**config.mk**
```make
export PLATFORM = sky130hd
export DESIGN_NAME = fpxu_top
export DESIGN_NICKNAME = d
export VERILOG_FILES = /design/src/verilog/fpxu_pkg.sv /design/src/verilog/fpxu_dec_if.sv /design/src/verilog/fpxu_decode.sv /design/src/verilog/fpxu_top.sv
export VERILOG_INCLUDE_DIRS = /design/src /design/src/verilog
export SDC_FILE = /design/constraint.sdc
export NUM_CORES = 1
export LEC_CHECK = 0
export BUFFER_PORTS_ARGS = -buffer_cell sky130_fd_sc_hd__buf_4
export CAP_MARGIN = 20
export CORE_ASPECT_RATIO = 0.6
export CORE_MARGIN = 1.5
export CORE_UTILIZATION = 40
export DETAILED_ROUTE_END_ITERATION = 12
export PLACE_DENSITY = 0.76
export SETUP_SLACK_MARGIN = 0.3
export SLEW_MARGIN = 20
export SYNTH_ARGS = -nofsm -noshare
export SYNTH_HDL_FRONTEND = slang
export SYNTH_SLANG_ARGS = --single-unit
```
**constraint.sdc**
```tcl
create_clock -name sys_clk_i -period 0.8 [get_ports sys_clk_i]
set_input_delay 0.08 -clock sys_clk_i [delete_from_list [all_inputs] [get_ports sys_clk_i]]
set_output_delay 0.08 -clock sys_clk_i [all_outputs]
set_load 0.1 [all_outputs]
```
**src/verilog/fpxu_defs.svh**
```systemverilog
// Constants for the precision-expand unit: instruction fields and opcodes
`ifndef FPXU_DEFS_SVH
`define FPXU_DEFS_SVH
`define FPXU_OPC_HI        31
`define FPXU_OPC_LO        26
`define FPXU_DST_HI        25
`define FPXU_DST_LO        21
`define FPXU_SRC_HI        20
`define FPXU_SRC_LO        16
`define FPXU_SUB_HI        15
`define FPXU_SUB_LO        9
`define FPXU_MID_HI        8
`define FPXU_MID_LO        6
`define FPXU_LOW_HI        5
`define FPXU_LOW_LO        3
`define FPXU_TAIL_HI       2
`define FPXU_TAIL_LO       0
`define FPXU_PRIMARY_OPC   6'h08
`define FPXU_MID_FIELD     3'h4
`define FPXU_LOW_FIELD     3'h7
`define FPXU_TAIL_FIELD    3'h7
`define FPXU_SUB_HALF_L    7'h28
`define FPXU_SUB_HALF_R    7'h30
`define FPXU_SUB_BYTE_L    7'h38
`define FPXU_SUB_BYTE_LA   7'h39
`define FPXU_SUB_BYTE_R    7'h48
`define FPXU_SUB_BYTE_RA   7'h49
`endif

```
**src/verilog/fpxu_pkg.sv**
```systemverilog
// Types shared by the precision-expand unit
package fpxu_pkg;
  typedef enum logic [6:0] {
    FPXU_OP_NONE   = 7'h01,
    FPXU_OP_HALF_L = 7'h02,
    FPXU_OP_HALF_R = 7'h04,
    FPXU_OP_BYTE_L = 7'h08,
    FPXU_OP_BYTE_LA = 7'h10,
    FPXU_OP_BYTE_R = 7'h20,
    FPXU_OP_BYTE_RA = 7'h40
  } fpxu_op_t;
endpackage : fpxu_pkg

```
**src/verilog/fpxu_dec_if.sv**
```systemverilog
// Decoded operation carried from the decoder to the datapath
`timescale 1ns/1ps
interface fpxu_dec_if;
  import fpxu_pkg::*;
  fpxu_op_t op;
  logic     hit;
  modport dec (output op, output hit);
  modport dp  (input op, input hit);
endinterface : fpxu_dec_if

```
**src/verilog/fpxu_decode.sv**
```systemverilog
// Instruction decoder for the precision-expand family
`timescale 1ns/1ps
`include "fpxu_defs.svh"
module fpxu_decode
  import fpxu_pkg::*;
(
  input  wire logic [31:0] instr_i,
  fpxu_dec_if.dec          dec
);
  logic [6:0] sub;
  logic       frame_ok;

  // Common frame: primary opcode, fixed middle and tail fields
  always_comb begin
    sub      = instr_i[`FPXU_SUB_HI:`FPXU_SUB_LO];
    frame_ok = (instr_i[`FPXU_OPC_HI:`FPXU_OPC_LO] == `FPXU_PRIMARY_OPC) &&
               (instr_i[`FPXU_MID_HI:`FPXU_MID_LO] == `FPXU_MID_FIELD) &&
               (instr_i[`FPXU_LOW_HI:`FPXU_LOW_LO] == `FPXU_LOW_FIELD) &&
               (instr_i[`FPXU_TAIL_HI:`FPXU_TAIL_LO] == `FPXU_TAIL_FIELD);
    dec.op   = FPXU_OP_NONE;
    if (frame_ok) begin
      unique case (sub)
        `FPXU_SUB_HALF_L:  dec.op = FPXU_OP_HALF_L;
        `FPXU_SUB_HALF_R:  dec.op = FPXU_OP_HALF_R;
        `FPXU_SUB_BYTE_L:  dec.op = FPXU_OP_BYTE_L;
        `FPXU_SUB_BYTE_LA: dec.op = FPXU_OP_BYTE_LA;
        `FPXU_SUB_BYTE_R:  dec.op = FPXU_OP_BYTE_R;
        `FPXU_SUB_BYTE_RA: dec.op = FPXU_OP_BYTE_RA;
        default:           dec.op = FPXU_OP_NONE;
      endcase
    end
    dec.hit = (dec.op != FPXU_OP_NONE);
  end
endmodule : fpxu_decode

```
**src/verilog/fpxu_top.sv**
```systemverilog
// Precision-expand execution slice: decode, expand and register the result
// Notes on behaviour
// - Left-half expand writes source bits 31..16 then sixteen zero bits.
// - Right-half expand writes source bits 15..0 then sixteen zero bits.
// - Right-half expand decodes on 0110000, 100, 111 in bits 15..3.
// - Family uses opcode 001000, dest 25..21, source 20..16, tail 111.
// - Each Q15 lane is zero, source byte, then seven zero bits.
// - Left pair (0111000) takes bytes 31..24 and 23..16.
// - Left alternate (0111001) takes bytes 31..24 and 15..8.
// - Right pair (1001000) takes bytes 15..8 and 7..0.
// - Right alternate (1001001) takes bytes 23..16 and 7..0.
// - First selected byte lane goes high, second lane goes low.
// - No exception ever depends on operand data.
// - Without extension access, raise an exception and write nothing.
`timescale 1ns/1ps
`include "fpxu_defs.svh"
module fpxu_top
  import fpxu_pkg::*;
(
  input  wire logic        sys_clk_i,
  input  wire logic        rst_i,
  input  wire logic        issue_i,
  input  wire logic [31:0] instr_i,
  input  wire logic [31:0] src_data_i,
  input  wire logic        ext_access_ok_i,
  output logic             wr_en_o,
  output logic [4:0]       wr_addr_o,
  output logic [31:0]      wr_data_o,
  output logic             ext_fault_o,
  output logic             hit_o,
  output logic [4:0]       src_addr_o
);
  fpxu_dec_if dec_bus ();

  logic [31:0] result;
  logic [7:0]  byte_hi;
  logic [7:0]  byte_lo;
  logic [1:0][7:0]  lane_byte;
  logic [1:0][15:0] lane_q15;
  logic        next_wr_en;
  logic [4:0]  next_wr_addr;
  logic [31:0] next_wr_data;
  logic        next_ext_fault;
  logic        next_hit;
  logic [4:0]  next_src_addr;

  fpxu_decode u_decode (
    .instr_i (instr_i),
    .dec     (dec_bus.dec)
  );

  // Byte selection for the byte-to-Q15 forms
  always_comb begin
    byte_hi = 8'h00;
    byte_lo = 8'h00;
    unique case (dec_bus.op)
      FPXU_OP_BYTE_L: begin
        byte_hi = src_data_i[31:24];
        byte_lo = src_data_i[23:16];
      end
      FPXU_OP_BYTE_LA: begin
        byte_hi = src_data_i[31:24];
        byte_lo = src_data_i[15:8];
      end
      FPXU_OP_BYTE_R: begin
        byte_hi = src_data_i[15:8];
        byte_lo = src_data_i[7:0];
      end
      FPXU_OP_BYTE_RA: begin
        byte_hi = src_data_i[23:16];
        byte_lo = src_data_i[7:0];
      end
      default: begin
        byte_hi = 8'h00;
        byte_lo = 8'h00;
      end
    endcase
  end

  // Lane 1 takes the first selected byte, lane 0 the second
  assign lane_byte = {byte_hi, byte_lo};

  // One Q15 lane per selected byte: zero sign, byte, seven zeros
  for (genvar g = 0; g < 2; g++) begin : g_lane
    assign lane_q15[g] = {1'b0, lane_byte[g], 7'h00};
  end

  // Pure bit rearrangement; no data-dependent fault path exists
  always_comb begin
    unique case (dec_bus.op)
      FPXU_OP_HALF_L: result = {src_data_i[31:16], 16'h0000};
      FPXU_OP_HALF_R: result = {src_data_i[15:0], 16'h0000};
      FPXU_OP_NONE:   result = 32'h0000_0000;
      default:        result = lane_q15;
    endcase
  end

  // Write-back and access check
  always_comb begin
    next_hit       = issue_i && dec_bus.hit;
    next_wr_en     = next_hit && ext_access_ok_i;
    next_ext_fault = next_hit && !ext_access_ok_i;
    next_wr_addr   = instr_i[`FPXU_DST_HI:`FPXU_DST_LO];
    next_src_addr  = instr_i[`FPXU_SRC_HI:`FPXU_SRC_LO];
    next_wr_data   = next_wr_en ? result : 32'h0000_0000;
  end

  // Result stage, same timing as other simple ALU results
  always_ff @(posedge sys_clk_i or posedge rst_i) begin
    if (rst_i) begin
      wr_en_o     <= 1'b0;
      wr_addr_o   <= 5'h00;
      wr_data_o   <= 32'h0000_0000;
      ext_fault_o <= 1'b0;
      hit_o       <= 1'b0;
      src_addr_o  <= 5'h00;
    end else begin
      wr_en_o     <= next_wr_en;
      wr_addr_o   <= next_wr_addr;
      wr_data_o   <= next_wr_data;
      ext_fault_o <= next_ext_fault;
      hit_o       <= next_hit;
      src_addr_o  <= next_src_addr;
    end
  end
endmodule : fpxu_top

```
==> flow_summary.ini, run 1 <==
[routing]
first_pass_iters = 4
drc_errors = 0
drt_iter0_markers = 157
wl_per_cell_um = 18.9
vias_per_cell = 5.38
vias = 2109
ant_nets = 0
routed_wl_mm = 7.39

[synthesis]
netlist_area_um2 = 2030
ys_types = 35
avgSynthCellArea_um2 = 11.0
synth_seq_cells = 37
syn-instance-count = 184
seq_area_frac_synth_pct = 45.7
ys_warn_count = 0

[status]
violations = negative hold slack, negative setup slack
status = finished, violations left

[global_routing]
grt_max_degree = 38
gr-total-overflow = 0
grt_usage_pct = 26.5
grt_pass1_wl_mm = 10.7
antenna_found_initial = 0
grt_pass1_vias = 2077

[final_layout]
final_layout_size_suffix_gt1_share_pct = 68.7
nets = 396
fin_util_pct = 84.1
mostFrequentLayoutCell = buf_4
final_cell_mix = buf_4, buf_12, dfrtp_4
area_growth_pct = 95.4
stdcell_area_um2 = 3960
layout.cells.non_filler = 392
n_antenna_cell = 0

[floorplanning]
design.core.area_um2 = 4710
row_count = 19
initial_utilization_pct = 43.0
fp.dieArea_um2 = 5510
die_h_um = 58.1
dieWidth_um = 94.9
ioPinCount = 113

[timing]
fin_crit_sh_pct = 167
hold_viol = 47
period_minus_slack_ns = 1.33
finalSetupViolations = 64
rsz0062_at_grt = yes
fin_ws_ns = -0.532
slew_violations = 0
hold_ws_ns = -0.187
max_freq_ghz = 0.751

[pwr]
p_leak_nw = 1.69
p_sw_mw = 1.47
powerDensity_nw_per_um2 = 1310
max-vdd-ir-drop_uv = 1350
swShare_pct = 28.3
p_comb_share_pct = 24.0
clkPwrFrac_pct = 38.6
power_frac_seq_pct = 37.4
intPower_mw = 3.71

[worst_setup_path]
required_ns = 1.01
setup.worst_path.end_class = register
crit_fanout = 8
cp.arrival_ns = 1.55
worstSetupPathType = input pin to register
cp-start-kind = input pin

[cts]
cts.sinks = 37
cts_inserted_buffers = 5
htree_levels = 2
cts.clk_slew.worst_paths_ns = 0.09
clk_path_buf_depth = 2
cts_tree = yes
cts-root-buf = clkbuf_8

[min_path]
hold_path_class = input pin to asynchronous set/reset pin

[placement]
port-buffer-count = 104
dpl_worst_slack_ns = -0.888
placed_cells_incl_taps = 379
gp_congestion = 0.946
place_area_um2 = 3250
dp_hpwl_mm = 4.84

[run]
cap_viol_max_count = 0
## state kept, by name, summed over array words and instances, names as in the netlist
signal	count
wr_en_o	1
wr_data_o	24
src_addr_o	5
ext_fault_o	1
hit_o	1
wr_addr_o	5
## per-stage QoR
step                      setup TNS (ns)  hold WS, ns  total power, mW
after floorplan                   -16.59       0.0400             2.60
after global placement            -20.75        0.136             3.09
after detailed placement          -21.38        0.135             3.10
after CTS                         -19.74       -0.187             5.14
after global routing              -21.93       -0.175             5.32
final                             -20.37       -0.187             5.17
## layer usage
| layer | global-route usage, % | vias to the layer above | share of wire, % |
|---|---|---|---|
| met5 | 0 | - | 0 |
| met3 | 7.87 | 13 | 8.6 |
| li1 | - | 960 | - |
| met1 | 34.7 | 1022 | 41 |
| met2 | 43.6 | 114 | 49 |
| met4 | 6.18 | 0 | 1.3 |
## synthesized netlist by cell type (all sizes together)
master	count	area, um^2
nand4	2	18.8
nand2	2	7.51
a22oi	16	120
or4b	1	13.8
nand3	17	97.6
mux2i	8	80.1
nand3b	1	7.51
nor4	1	21.3
clkbuf	3	11.3
or2	1	6.26
nor2b	2	12.5
a22o	8	70.1
a211oi	8	70.1
or3b	3	26.3
o32ai	8	70.1
buf	16	105
conb	1	3.75
nor2	12	45.0
inv	9	33.8
nand4bb	2	22.5
o21bai	1	7.51
nor3	12	105
a21o	2	15.0
a21oi	1	8.76
dfrtp	37	926
nand2b	1	6.26
nand4b	1	23.8
mux2	8	90.1
## worst paths after layout
check	start	to	slack (ns)	cells past startpoint
min in group sys_clk_i	instr_i[19]	src_addr_o[3]$_DFF_PP0_	-0.12	1
max in group asynchronous	rst_i	wr_addr_o[1]$_DFF_PP0_	0.78	3
worst max-delay path	instr_i[31]	wr_data_o[20]$_DFF_PP0_	-0.53	7
worst min-delay path	rst_i	wr_data_o[30]$_DFF_PP0_	-0.19	3
## layout make-up
| type | count | area [um^2] |
|---|---|---|
| fillers | 268 | 748 |
| repair buffers | 149 | 1630 |
| flip-flops and latches | 37 | 1010 |
| clock inverters | 3 | 68.8 |
| well taps | 63 | 78.8 |
| clock buffers | 5 | 68.8 |
| multi-input cells | 126 | 1070 |
| inverters | 9 | 37.5 |
## critical path, cell delays in order
cell,delay (ns)
buf_6,0.09
or4b_4,0.54
nor4_4,0.15
buf_6,0.16
buf_12,0.12
nand4b_4,0.22
nor3_2,0.18
## what timing repair did
action / CTS / global route
pin swaps: 0 / 9
gates cloned: 0 / 2
gates resized for setup: 103 / 16
setup endpoints to repair: 64 / 64
setup buffers: 0 / 3
endpoints found under the hold margin: 47 / 47
## cell families after synthesis
kind of cell	share of synthesized area [%]
other	0.185
and+or+nand+nor	20.4
muxes	8.40
DFF	45.7
AOI/OAI and AO/OA	17.9
buffers and inverters	7.41
## power by group through the flow
stage	clock network (mW)	registers [mW]	logic [mW]
after floorplan	0	2.15	0.441
after global placement	0	1.96	1.13
after detailed placement	0	1.96	1.14
after CTS	1.99	1.93	1.22
after global routing	2.08	1.93	1.30
final	2.00	1.93	1.24
No activity file was read; power rests on OpenSTA's default activity.
==> inputs of run 2 (changes only) <==
CELL_PAD_IN_SITES_DETAIL_PLACEMENT = 0   (was unset)
CELL_PAD_IN_SITES_GLOBAL_PLACEMENT = 1   (was unset)
CORE_UTILIZATION = 29   (was 40)
PLACE_DENSITY = unset   (was 0.76)
PLACE_DENSITY_LB_ADDON = 0.1   (was unset)
==> flow_summary.ini, run 2 (synthesized netlist as in run 1, its figures left out) <==
[routing]
drc_errors = 0
routed_wl_mm = 6.92
wl_per_cell_um = 16.4
ant_nets = 0
drt_iter0_markers = 89
first_pass_iters = 4
vias_per_cell = 4.75
vias = 2011

[timing]
hold_ws_ns = -0.274
hold_viol = 47
max_freq_ghz = 0.761
rsz0062_at_grt = yes
fin_ws_ns = -0.514
finalSetupViolations = 64
period_minus_slack_ns = 1.31
fin_crit_sh_pct = 164
slew_violations = 0

[floorplanning]
initial_utilization_pct = 30.2
die_h_um = 67.7
design.core.area_um2 = 6710
fp.dieArea_um2 = 7510
dieWidth_um = 111
ioPinCount = 113
row_count = 23

[cts]
cts.clk_slew.worst_paths_ns = 0.06
cts_inserted_buffers = 5
htree_levels = 2
clk_path_buf_depth = 2
cts-root-buf = clkbuf_16
cts.sinks = 37
cts_tree = yes

[global_routing]
grt_usage_pct = 18.7
gr-total-overflow = 0
antenna_found_initial = 0
grt_pass1_vias = 2005
grt_max_degree = 30
grt_pass1_wl_mm = 10.5

[placement]
dp_hpwl_mm = 5.30
gp_congestion = 0.792
placed_cells_incl_taps = 411
dpl_worst_slack_ns = -0.890
port-buffer-count = 104

[worst_setup_path]
cp-start-kind = input pin
crit_top_cell = buf_4
setup.worst_path.end_class = register
path_buf_inv = 4
cp.arrival_ns = 1.50
cp_top_family = buffers and inverters
required_ns = 0.99
path_cells = buf_4, buf_4, nand4bb_1, buf_4, o32ai_1, buf_4, nand3_2, a211oi_2
worstSetupPathType = input pin to register
crit_fanout = 10
critPathSlowestCell = o32ai_1
slowest_delay_ns = 0.34

[final_layout]
area_growth_pct = 103
n_antenna_cell = 0
largest_register = wr_data_o
nets = 403
mostFrequentLayoutCell = buf_4
largest_register_ffs = 24
final_layout_size_suffix_gt1_share_pct = 70.2
fin_util_pct = 61.2
final_cell_mix = buf_4, buf_12, dfrtp_4
layout.cells.non_filler = 423
reg.largest.list = wr_data_o (24), src_addr_o (5), wr_addr_o (5)

[pwr]
p_sw_mw = 1.47
intPower_mw = 4.02
power_mw = 5.49
powerDensity_nw_per_um2 = 1340
clkPwrFrac_pct = 42.0
power_frac_seq_pct = 35.3
swShare_pct = 26.8
max-vdd-ir-drop_uv = 845
p_leak_nw = 1.78
p_comb_share_pct = 22.7

[status]
violations = negative hold slack, negative setup slack
status = finished, violations left

[min_path]
hold_path_class = input pin to asynchronous set/reset pin

[run]
cap_viol_max_count = 0
run 2: cell count changes in the layout (fill, tap and decap cells not counted), moves of 4 or more:
cell	previous run	this run
buf_12	30	35
buf_4	102	109
clkbuf_8	5	1
nand3_2	1	5
nor3_2	12	8
run 2: how the worst max path moves through the flow:
stage                     cells after the start                 endpoint   startpoint  slack (ns)
after detailed placement                      7  wr_data_o[26]$_DFF_PP0_  instr_i[31]       -0.89
final                                         8  wr_data_o[26]$_DFF_PP0_  instr_i[14]       -0.51
after global routing                          7  wr_data_o[28]$_DFF_PP0_  instr_i[31]       -0.57
after floorplan                               5  wr_data_o[16]$_DFF_PP0_  instr_i[31]       -0.54
after CTS                                     7  wr_data_o[29]$_DFF_PP0_  instr_i[31]       -0.50
after global placement                        7  wr_data_o[10]$_DFF_PP0_  instr_i[31]       -0.83
run 2: layout make-up:
type | instances | area, um^2
Clock buffer | 6 | 139
Inverter | 9 | 37.5
Timing Repair Buffer | 155 | 1670
Clock inverter | 2 | 37.5
Fill cell | 569 | 2600
Tap cell | 87 | 109
Multi-Input combinational cell | 127 | 1100
Sequential cell | 37 | 1010
run 2: timing repair:
item | 4_1_cts | 5_1_grt
hold endpoints to repair | 47 | 18
gates resized for setup | 114 | 13
gates cloned | 1 | 0
pin swaps | 1 | 0
setup buffers | 3 | 0
setup endpoints to repair | 64 | 64
run 2: metrics by stage:
stage	instance area [um^2]	TNS, ns	hold slack, ns
final	4100	-19.09	-0.274
after global routing	4100	-21.19	-0.262
after CTS	4040	-18.99	-0.275
after detailed placement	3350	-21.33	0.0314
after global placement	3350	-20.92	0.0322
after floorplan	2170	-16.59	0.0400
run 2: layer usage:
layer,wire (um),GRT usage [%]
met5,0,0
met4,65,5.29
met3,431,5.66
met2,3060,27.9
met1,3360,26.4
run 2: power by group through the flow:
stage | Sequential, mW | Combinational [mW] | Clock [mW]
2_1_floorplan | 2.15 | 0.441 | 0
3_3_place_gp | 1.96 | 1.16 | 0
3_5_place_dp | 1.96 | 1.16 | 0
4_1_cts | 1.93 | 1.24 | 2.37
5_1_grt | 1.94 | 1.31 | 2.44
6_report | 1.94 | 1.25 | 2.31
==> inputs of run 3 (changes only) <==
PLACE_DENSITY = 0.83   (was unset)
PLACE_DENSITY_LB_ADDON = unset   (was 0.1)
==> flow_summary.ini, run 3 (synthesized netlist as in run 1, its figures left out) <==
[status]
status = finished, violations left
violations = negative hold slack, negative setup slack

[run]
cap_viol_max_count = 0

[timing]
period_minus_slack_ns = 1.34
hold_viol = 47
fin_crit_sh_pct = 167
max_freq_ghz = 0.749
hold_ws_ns = -0.164
rsz0062_at_grt = yes
worst_pin_slew_ns = 0.541
max-slew-margin-rel_pct = 63.8
slew_violations = 0
fin_ws_ns = -0.536
finalSetupViolations = 64

[final_layout]
area_growth_pct = 96.8
n_antenna_cell = 0
mostFrequentLayoutCell = buf_4
final_layout_size_suffix_gt1_share_pct = 70.2
fill_cells = 541
final_cell_mix = buf_4, buf_12, dfrtp_4
fin_util_pct = 59.5
stdcell_area_um2 = 3990
largest_register_ffs = 24
nets = 389
largest_register = wr_data_o
layout.cells.non_filler = 409
reg.largest.list = wr_data_o (24), src_addr_o (5), wr_addr_o (5)

[cts]
cts_inserted_buffers = 5
cts.clk_slew.worst_paths_ns = 0.06
cts_tree = yes
cts-root-buf = clkbuf_16
htree_levels = 2
clk_path_buf_depth = 2
cts.sinks = 37

[routing]
vias = 2016
drc_errors = 0
drt_iter0_markers = 72
ant_nets = 0
first_pass_iters = 4
wl_per_cell_um = 17.0
vias_per_cell = 4.93
routed_wl_mm = 6.94

[placement]
dp_hpwl_mm = 4.98
placed_cells_incl_taps = 397
gp_congestion = 0.892
port-buffer-count = 104
place_area_um2 = 3220

[pwr]
p_comb_share_pct = 23.8
p_sw_mw = 1.42
p_leak_nw = 1.64
max-vdd-ir-drop_uv = 691
intPower_mw = 3.68
powerDensity_nw_per_um2 = 1280
power_frac_seq_pct = 38.0
swShare_pct = 27.9
clkPwrFrac_pct = 38.2
power_mw = 5.10

[worst_setup_path]
setup.worst_path.end_class = register
cp.arrival_ns = 1.53
required_ns = 1.00
crit_fanout = 8
cp-start-kind = input pin
worstSetupPathType = input pin to register

[global_routing]
grt_usage_pct = 18.6
gr-total-overflow = 0
grt_pass1_vias = 2074
met2_usage_pct = 28.5
grt_max_degree = 38
grt_pass1_wl_mm = 10.7
antenna_found_initial = 0
grt_busiest_layer = met2
met3_usage_pct = 6.91
met1_usage_pct = 25.3

[floorplanning]
design.core.area_um2 = 6710
die_h_um = 67.7
initial_utilization_pct = 30.2
fp.dieArea_um2 = 7510
ioPinCount = 113
dieWidth_um = 111
row_count = 23

[min_path]
hold_path_class = input pin to asynchronous set/reset pin
-- run 3: changes by cell type in the layout (fill, tap and decap cells not counted), moves of 2 or more --
| cell | previous run | this run |
|---|---|---|
| clkbuf_1 | 0 | 2 |
| clkbuf_16 | 5 | 7 |
| a211oi_4 | 0 | 2 |
| nor2_2 | 6 | 9 |
| nor2_1 | 6 | 3 |
| nand3_2 | 5 | 7 |
| a211oi_2 | 8 | 6 |
| nor3_4 | 3 | 0 |
| nand3_1 | 12 | 9 |
| buf_4 | 109 | 96 |
| nor3_2 | 8 | 12 |
| buf_12 | 35 | 31 |
-- run 3: how the worst max path moves through the flow --
stage	startpoint	to	slack (ns)
final	instr_i[31]	wr_data_o[20]$_DFF_PP0_	-0.54
after global routing	instr_i[31]	wr_data_o[18]$_DFF_PP0_	-0.60
after CTS	instr_i[31]	wr_data_o[19]$_DFF_PP0_	-0.52
after detailed placement	instr_i[31]	wr_data_o[23]$_DFF_PP0_	-0.85
after global placement	instr_i[31]	wr_data_o[29]$_DFF_PP0_	-0.86
after floorplan	instr_i[31]	wr_data_o[16]$_DFF_PP0_	-0.54
-- run 3: cell type report --
cell class / count / area [um^2] / area share [%]
Multi-Input combinational cell: 127 / 1120 / 28.2
Clock buffer: 8 / 146 / 3.67
Sequential cell: 37 / 1010 / 25.3
Timing Repair Buffer: 141 / 1560 / 39.1
Inverter: 9 / 37.5 / 0.942
Tap cell: 87 / 109 / 2.73
-- run 3: worst max-delay path: stages --
cell      delay (ns)
buf_6           0.09
or4b_4          0.54
nor4_4          0.15
buf_6           0.17
buf_12          0.13
nand4b_4        0.20
nor3_2          0.17
-- run 3: timing repair --
action                                 4_1_cts  5_1_grt
endpoints found under the hold margin       47       47
setup endpoints to repair                   64       64
buffers inserted                             0        1
pin swaps                                    0       12
gates resized for setup                    106       25
cloned                                       0        3
-- run 3: power groups by stage --
stage / combinational (mW) / clock (mW) / sequential, mW
2_1_floorplan: 0.441 / 0 / 2.15
3_3_place_gp: 1.11 / 0 / 1.96
3_5_place_dp: 1.12 / 0 / 1.96
4_1_cts: 1.20 / 2.01 / 1.94
5_1_grt: 1.28 / 2.09 / 1.94
6_report: 1.21 / 1.95 / 1.94
-- run 3: per-stage QoR --
step                worst slack (ns)  hold WS (ns)  TNS (ns)
floorplan                     -0.539        0.0400    -16.59
global placement              -0.858         0.137    -21.37
detailed placement            -0.850         0.139    -21.30
CTS                           -0.522        -0.161    -19.25
global route                  -0.602        -0.144    -21.90
finish                        -0.536        -0.164    -19.91
-- run 3: routing by layer --
layer | share of wire [%] | wire length, um | up-vias
met3 | 9.0 | 625 | 7
met2 | 44 | 3030 | 99
li1 | - | - | 950
met1 | 46 | 3220 | 960
met5 | 0 | 0 | -
met4 | 0.95 | 66 | 0
